`src/inc/hbc_pkg.sv`:
```
// Purpose: constants and types of the host bus control block
// Assumes: 125 MHz clock, APB register access, word index times four is the byte address
// Notes: one aligned 32-bit word per register, at most 16 bits used
package hbc_pkg;
  // ----------------------------------------
  // clock and timing
  // ----------------------------------------
  localparam int CLK_MHZ = 125;
  localparam int TENURE_NS = 28000;
  localparam int HOLDOFF_NS = 1300;
  // longest time rounds down, least time rounds up
  localparam int TENURE_CYC = TENURE_NS * CLK_MHZ / 1000;
  localparam int HOLDOFF_CYC = (HOLDOFF_NS * CLK_MHZ + 999) / 1000;
  localparam int CNT_W = 12;
  // ----------------------------------------
  // register indexes and address width
  // ----------------------------------------
  localparam logic [11:0] IDX_HOST_BUS_CONTROL = 12'h116;
  localparam logic [11:0] IDX_RX_DMA_OFFSET = 12'h026;
  localparam logic [11:0] IDX_IRQ_STATUS = 12'h180;
  localparam logic [11:0] IDX_IRQ_CLEAR = 12'h181;
  localparam logic [11:0] IDX_IRQ_ENABLE = 12'h182;
  localparam int ADDR_W = 14;
  // ----------------------------------------
  // host_bus_control fields
  // ----------------------------------------
  localparam logic [5:0] REG_ID = 6'h17;
  localparam logic [15:0] CTRL_RESET = 16'h0017;
  localparam logic [15:0] CTRL_WMASK = 16'hBF40;
  localparam int B_RX_PTR_CLEAR = 6;
  localparam int B_DMA_STRETCH = 8;
  localparam int B_INT_DECODE = 9;
  localparam int B_MEM_ENABLE = 10;
  localparam int B_TENURE_LIMIT = 11;
  localparam int B_WAIT_DISABLE = 12;
  localparam int B_RX_DMA_SIZE = 13;
  localparam int B_IRQ_OUT_EN = 15;
  // ----------------------------------------
  // interrupt events and buffer sizes
  // ----------------------------------------
  localparam int N_EVT = 2;
  localparam int EVT_FRAME_MOVED = 0;
  localparam int EVT_TENURE_END = 1;
  localparam logic [15:0] WRAP_SMALL = 16'h3FFF;
  localparam logic [15:0] WRAP_LARGE = 16'hFFFF;
  localparam logic [15:0] DMA_STEP = 16'h0002;

  typedef enum logic [1:0] {DMA_IDLE, DMA_BURST, DMA_HOLDOFF} hbc_dma_st_t;

  // pins from the isa side, strobes and chip select active low, address true
  typedef struct packed {
    logic cs_n;
    logic ior_n;
    logic memr_n;
    logic dack_n;
    logic [19:0] addr;
  } hbc_pins_t;
endpackage : hbc_pkg

```
`src/hw/hbc_host_bus_control.sv`:
```
// Purpose: host bus control register and the isa-side behaviour it steers
// Assumes: isa pins asynchronous, core handshakes on clk
// Notes: apb slave answers in the second access cycle
//
// Decided for this implementation: the APB register port.
`timescale 1ns/10ps
module hbc_host_bus_control #(
  parameter int MEM_BASE_W = 8
) (
  input wire logic clk,
  input wire logic rst_n,
  input wire logic psel,
  input wire logic penable,
  input wire logic pwrite,
  input wire logic [hbc_pkg::ADDR_W-1:0] paddr,
  input wire logic [31:0] pwdata,
  output logic [31:0] prdata,
  output logic pready,
  output logic pslverr,
  input wire hbc_pkg::hbc_pins_t isa_pins,
  input wire logic [MEM_BASE_W-1:0] mem_base,
  input wire logic read_data_late,
  input wire logic rx_frame_pending,
  input wire logic dma_word_done,
  input wire logic cfg_load,
  input wire logic [15:0] cfg_data,
  output logic iochrdy_out,
  output logic iochrdy_oe_n,
  output logic memcs16_n,
  output logic dma_req,
  output logic dma_stretch_en,
  output logic mem_space_open,
  output logic rx_buffer_flush,
  output logic [15:0] rx_dma_offset,
  output logic irq
);
  typedef struct packed {
    hbc_pkg::hbc_pins_t s1;
    hbc_pkg::hbc_pins_t s2;
    logic [15:0] ctrl;
    logic [15:0] rx_off;
    hbc_pkg::hbc_dma_st_t dst;
    logic [hbc_pkg::CNT_W-1:0] cnt;
    logic [hbc_pkg::N_EVT-1:0] ists;
    logic [hbc_pkg::N_EVT-1:0] ien;
    logic irq;
    logic [31:0] rdata;
    logic ready;
    logic err;
    logic wait_oe_n;
    logic cs16_n;
    logic req;
    logic flush;
  } hbc_state_t;

  hbc_state_t st_r;
  hbc_state_t st_nxt;

  logic acc;
  logic wr;
  logic [11:0] idx;
  logic mapped;
  logic [15:0] wrap;
  logic [hbc_pkg::N_EVT-1:0] evt;
  logic rd_cycle;

  // ----------------------------------------
  // apb decode
  // ----------------------------------------
  assign acc = psel && penable && !st_r.ready;
  assign wr = acc && pwrite;
  assign idx = paddr[hbc_pkg::ADDR_W-1:2];
  assign mapped = (idx == hbc_pkg::IDX_HOST_BUS_CONTROL) || (idx == hbc_pkg::IDX_RX_DMA_OFFSET)
    || (idx == hbc_pkg::IDX_IRQ_STATUS) || (idx == hbc_pkg::IDX_IRQ_CLEAR)
    || (idx == hbc_pkg::IDX_IRQ_ENABLE);

  always_comb
  begin
    st_nxt = st_r;
    evt = '0;
    // ----------------------------------------
    // pin synchronisers
    // ----------------------------------------
    st_nxt.s1 = isa_pins;
    st_nxt.s2 = st_r.s1;

    // ----------------------------------------
    // register access
    // ----------------------------------------
    st_nxt.ready = acc;
    st_nxt.err = acc && !mapped;
    if (acc)
    begin
      st_nxt.rdata = '0;
      if (!pwrite)
      begin
        unique case (idx)
          hbc_pkg::IDX_HOST_BUS_CONTROL:
            st_nxt.rdata[15:0] = {st_r.ctrl[15:6], hbc_pkg::REG_ID};
          hbc_pkg::IDX_RX_DMA_OFFSET: st_nxt.rdata[15:0] = st_r.rx_off;
          hbc_pkg::IDX_IRQ_STATUS: st_nxt.rdata[hbc_pkg::N_EVT-1:0] = st_r.ists;
          hbc_pkg::IDX_IRQ_ENABLE: st_nxt.rdata[hbc_pkg::N_EVT-1:0] = st_r.ien;
          default: st_nxt.rdata = '0;
        endcase
      end
    end
    if (wr && idx == hbc_pkg::IDX_HOST_BUS_CONTROL)
      st_nxt.ctrl = (pwdata[15:0] & hbc_pkg::CTRL_WMASK) | hbc_pkg::CTRL_RESET;
    if (wr && idx == hbc_pkg::IDX_IRQ_ENABLE)
      st_nxt.ien = pwdata[hbc_pkg::N_EVT-1:0];
    // configuration memory overrides the writable bits, identifier kept
    if (cfg_load)
      st_nxt.ctrl = (cfg_data & hbc_pkg::CTRL_WMASK) | hbc_pkg::CTRL_RESET;

    // ----------------------------------------
    // receive dma sequencing
    // ----------------------------------------
    wrap = st_r.ctrl[hbc_pkg::B_RX_DMA_SIZE] ? hbc_pkg::WRAP_LARGE : hbc_pkg::WRAP_SMALL;
    if (dma_word_done && st_r.dst == hbc_pkg::DMA_BURST)
      st_nxt.rx_off = (st_r.rx_off + hbc_pkg::DMA_STEP) & wrap;
    if (st_r.cnt != '0)
      st_nxt.cnt = st_r.cnt - 1'b1;
    unique case (st_r.dst)
      hbc_pkg::DMA_IDLE:
        if (rx_frame_pending)
        begin
          st_nxt.dst = hbc_pkg::DMA_BURST;
          st_nxt.cnt = hbc_pkg::CNT_W'(hbc_pkg::TENURE_CYC - 1);
        end
      hbc_pkg::DMA_BURST:
        if (!rx_frame_pending)
        begin
          // continuous transfer ends only with the frame
          st_nxt.dst = hbc_pkg::DMA_IDLE;
          evt[hbc_pkg::EVT_FRAME_MOVED] = 1'b1;
        end
        else if (st_r.ctrl[hbc_pkg::B_TENURE_LIMIT] && st_r.cnt == '0)
        begin
          st_nxt.dst = hbc_pkg::DMA_HOLDOFF;
          st_nxt.cnt = hbc_pkg::CNT_W'(hbc_pkg::HOLDOFF_CYC - 1);
          evt[hbc_pkg::EVT_TENURE_END] = 1'b1;
        end
      hbc_pkg::DMA_HOLDOFF:
        if (st_r.cnt == '0)
          st_nxt.dst = hbc_pkg::DMA_IDLE;
    endcase
    // pointer clear dominates the sequencer and holds while set
    if (st_r.ctrl[hbc_pkg::B_RX_PTR_CLEAR])
    begin
      st_nxt.rx_off = '0;
      st_nxt.dst = hbc_pkg::DMA_IDLE;
      st_nxt.cnt = '0;
    end
    st_nxt.flush = st_r.ctrl[hbc_pkg::B_RX_PTR_CLEAR];
    st_nxt.req = (st_nxt.dst == hbc_pkg::DMA_BURST);

    // ----------------------------------------
    // interrupts: set wins over clear
    // ----------------------------------------
    if (wr && idx == hbc_pkg::IDX_IRQ_CLEAR)
      st_nxt.ists = st_r.ists & ~pwdata[hbc_pkg::N_EVT-1:0];
    st_nxt.ists = st_nxt.ists | evt;
    st_nxt.irq = st_r.ctrl[hbc_pkg::B_IRQ_OUT_EN] && |(st_nxt.ists & st_nxt.ien);

    // ----------------------------------------
    // isa side pins
    // ----------------------------------------
    // only reads outside a dma acknowledge may be stretched
    rd_cycle = (!st_r.s2.ior_n || (!st_r.s2.memr_n && st_r.ctrl[hbc_pkg::B_MEM_ENABLE]))
      && st_r.s2.dack_n;
    st_nxt.wait_oe_n = !(rd_cycle && read_data_late
      && !st_r.ctrl[hbc_pkg::B_WAIT_DISABLE]);
    if (st_r.ctrl[hbc_pkg::B_INT_DECODE])
      st_nxt.cs16_n = !(st_r.ctrl[hbc_pkg::B_MEM_ENABLE]
        && st_r.s2.addr[19 -: MEM_BASE_W] == mem_base);
    else
      st_nxt.cs16_n = st_r.s2.cs_n;
  end

  // ----------------------------------------
  // state register
  // ----------------------------------------
  always_ff @(posedge clk)
  begin
    if (!rst_n)
    begin
      st_r <= '0;
      st_r.s1 <= '1;
      st_r.s2 <= '1;
      st_r.ctrl <= hbc_pkg::CTRL_RESET;
      st_r.dst <= hbc_pkg::DMA_IDLE;
      st_r.wait_oe_n <= 1'b1;
      st_r.cs16_n <= 1'b1;
    end
    else
      st_r <= st_nxt;
  end

  assign prdata = st_r.rdata;
  assign pready = st_r.ready;
  assign pslverr = st_r.err;
  // wait is only ever driven low; high comes from the pull-up
  assign iochrdy_out = 1'b0;
  assign iochrdy_oe_n = st_r.wait_oe_n;
  assign memcs16_n = st_r.cs16_n;
  assign dma_req = st_r.req;
  assign dma_stretch_en = st_r.ctrl[hbc_pkg::B_DMA_STRETCH];
  assign mem_space_open = st_r.ctrl[hbc_pkg::B_MEM_ENABLE];
  assign rx_buffer_flush = st_r.flush;
  assign rx_dma_offset = st_r.rx_off;
  assign irq = st_r.irq;
endmodule : hbc_host_bus_control

```
`config.mk`:
```
export PLATFORM = sky130hd
export DESIGN_NAME = hbc_host_bus_control
export DESIGN_NICKNAME = d
export VERILOG_FILES = /design/src/inc/hbc_pkg.sv /design/src/hw/hbc_host_bus_control.sv
export SDC_FILE = /design/constraint.sdc
export NUM_CORES = 1
export LEC_CHECK = 0
export BUFFER_PORTS_ARGS = -buffer_cell sky130_fd_sc_hd__buf_2
export CAP_MARGIN = 20
export CORE_ASPECT_RATIO = 0.9
export CORE_MARGIN = 4
export CORE_UTILIZATION = 44
export CTS_CLUSTER_SIZE = 20
export DETAILED_ROUTE_END_ITERATION = 7
export PLACE_DENSITY_LB_ADDON = 0.3
export SYNTH_ARGS = -nofsm -noshare
export SYNTH_HDL_FRONTEND = slang
export SYNTH_SLANG_ARGS = --single-unit
```
`constraint.sdc`:
```
create_clock -name clk -period 1.65 [get_ports clk]
set_input_delay 0.165 -clock clk [delete_from_list [all_inputs] [get_ports clk]]
set_output_delay 0.165 -clock clk [all_outputs]
set_load 0.02 [all_outputs]
```
==> flow_summary.json <==
{
  "first_global_vias": 3313,
  "syn_to_final_growth_pct": 28.5,
  "drive_above_1_share_pct": 35.6,
  "peakVddDrop_uv": 460,
  "cts_max_path_buffers": 2,
  "layout_common_cells": "98 x buf_2, 83 x dfxtp_1, 51 x buf_4",
  "syn_avg_cell_area_sq_um": 9.10,
  "cp_slowest_cell": "or4b_4",
  "cts-root-buf": "clkbuf_8",
  "period_share_pct": 105,
  "p_per_area_mw_per_mm2": 909,
  "grt_max_degree": 26,
  "cts_tree": "built",
  "globalRoute.totalOverflow": 0,
  "fin_area_sq_mm": 0.00524,
  "p_leak_uw": 0.00227,
  "antenna_found_initial": 0,
  "track_usage_pct": 18.2,
  "hp-class": "in2reg",
  "cpPeakStageDelay_ps": 500,
  "crit_chain": "inv_2 -> ha_4 -> or4b_4 -> nor3_4 -> buf_6 -> nor4_2 -> xnor2_1 -> a21oi_1",
  "drtPass1Iterations": 4,
  "cp-start-kind": "register",
  "yosysTopAreaCell": "dfxtp_1",
  "netlist_instances": 448,
  "setup_ws_ps": -87.3,
  "htree_levels": 3,
  "initial_core_util_pct": 44.9,
  "cp.required_ps": 1890,
  "wl_per_cell_um": 14.2,
  "drc": 0,
  "fin_setup_tns_ps": -462,
  "synth.mux.area_fraction_pct": 2.98,
  "violations": "negative setup slack",
  "core.rowCount": 33,
  "synth_flop_cell": "dfxtp_1",
  "portBuffers": 98,
  "finalPower_uw": 4760,
  "wl_mm": 9.99,
  "min_period_ps": 1740,
  "crit_path_max_fanout": 6,
  "cts_buffers": 9,
  "synthAdderAreaFrac_pct": 1.53,
  "core_area_sq_mm": 0.00908,
  "worstSetupPathType": "reg2reg",
  "synthSimpleGateAreaFrac_pct": 23.1,
  "status": "complete, but fails checks",
  "viasPerCell": 5.03,
  "diodes": 0,
  "yosys.area.top_type_share_pct": 43.2,
  "synthXorXnorAreaFrac_pct": 5.58,
  "syn_area_sq_mm": 0.00408,
  "fp.dieW_um": 109,
  "die_h_um": 99.3,
  "setup_viol": 9,
  "io_pins": 161,
  "worstSkewPairLatency_ps": 360,
  "drtIter0Drc": 189,
  "hold_depth": 2,
  "crit_arrival_ps": 1980,
  "final_common_cell": "buf_2",
  "n_fill_cell": 820,
  "post-dp-hpwl_mm": 7.43,
  "nets": 684,
  "r2r_cells": 8,
  "synth_top_family_by_area": "simple AND/OR/NAND/NOR gates",
  "slew_viol_final": 0,
  "max-cap-violations": 0,
  "fin_util_pct": 57.7,
  "synthDistinctLibCells": 48,
  "grt_setup_unrepaired": "yes",
  "place.gp.congestion": 0.825,
  "ys_seq_elements": 88,
  "netlist_top_cells_area": "dfxtp_1 43%, buf_4 9.4%, nand2b_1 4.1%, nor2_1 4.1%, xor2_1 3.7%",
  "cp-end-kind": "register",
  "vias": 3537,
  "whs_ps": 34.5,
  "async_flop_share_pct": 0,
  "place_area_sq_mm": 0.00471,
  "fin_skew_ps": 10.2,
  "fp.dieArea_sq_mm": 0.0109,
  "synth-compound-area-share_pct": 11.8,
  "cts.sinks": 88,
  "grt_pass1_wl_mm": 15.7,
  "fmax_mhz": 576,
  "seq_area_frac_synth_pct": 43.2,
  "synth_edf_count": 0,
  "yosys_warnings": 0,
  "postRouteAntennaNets": 0,
  "finalHoldViolations": 0,
  "cts.clk_slew.worst_paths_ps": 90
}
[cells in the mapped netlist (all sizes together), types with 2 or more instances]
cell    count
nor3       10
dfxtp      88
a22oi      15
nand3      10
xor2       17
or4         3
a31oi       3
xnor2       9
and3b       3
nand4      10
a21oi      28
a221oi      2
nand3b      4
nand2b     27
nand2      26
and2        6
nor2b       2
o21ai       9
o31ai       4
nor2       45
mux2i      11
a211oi      8
inv         8
ha          5
and3        8
buf        54
nor4b       2
clkbuf     11
nor4        6
or3         3
[per-layer routing]
| layer | vias to the layer above | GRT usage [%] | part of all wire [%] |
|---|---|---|---|
| li1 | 1745 | - | - |
| met4 | 0 | 5.66 | 1.8 |
| met2 | 110 | 29.7 | 50 |
| met1 | 1668 | 23.2 | 42 |
| met5 | - | 0 | 0 |
| met3 | 14 | 5.26 | 6.6 |
[per-stage QoR]
stage	setup WS, ps	instances
3_5_place_dp	-238	663
6_report	-87.3	703
2_1_floorplan	-11.1	465
5_1_grt	-187	703
3_3_place_gp	-186	663
4_1_cts	-78.9	696
[power by group]
group	internal [uW]	switching [uW]
clock network	594	858
registers	2220	70.8
logic	506	510
total	3320	1440
[cell families after synthesis]
family | Yosys count
buf+inv | 73
compound gates | 75
other cells | 1
xor+xnor | 26
flops | 88
fa+ha+maj | 5
simple gates | 168
mux | 12
[state kept, by name, summed over array words and instances (netlist names)]
| signal | cells |
|---|---|
| st_r | 35 |
| prdata | 16 |
| rx_dma_offset | 15 |
| st_nxt | 13 |
| dma_req | 1 |
| dma_stretch_en | 1 |
| iochrdy_oe_n | 1 |
| irq | 1 |
| mem_space_open | 1 |
| memcs16_n | 1 |
| pready | 1 |
| pslverr | 1 |
| rx_buffer_flush | 1 |
[final cells by class]
type / instances / area [sq um] / area share (%)
clock inverter: 7 / 72.6 / 1.38
multi-input combinational: 304 / 2040 / 38.9
sequential: 88 / 1770 / 33.7
clock buffer: 9 / 124 / 2.36
inverter: 8 / 30.0 / 0.573
tap: 122 / 153 / 2.91
timing repair buffer: 165 / 1060 / 20.2
[final timing paths]
kind | start | to | slack, ps
setup / recovery | st_r[43] | st_r[46] | -90
hold / removal | read_data_late | iochrdy_oe_n | 30
setup reg to reg | st_r[43] | st_r[46] | -90
hold reg to reg | st_r[109] | iochrdy_oe_n | 410
[worst max-delay path: cells and delay by family (launching register included)]
family | cells | cell delay [ps]
and+or+nand+nor | 3 | 690
DFF | 1 | 340
buffers and inverters | 2 | 230
adders and majority gates | 1 | 140
AOI/OAI and AO/OA | 1 | 90
xor gates and xnor gates | 1 | 150
[what timing repair did]
item                       4_1_cts  5_1_grt
pin swaps                        9        3
setup endpoints to repair       15       18
resized for setup               17       14
buffers inserted                 5        8
hold endpoints to repair        12        0
hold buffers                    12        0
Power figures use the tool's default switching activity.
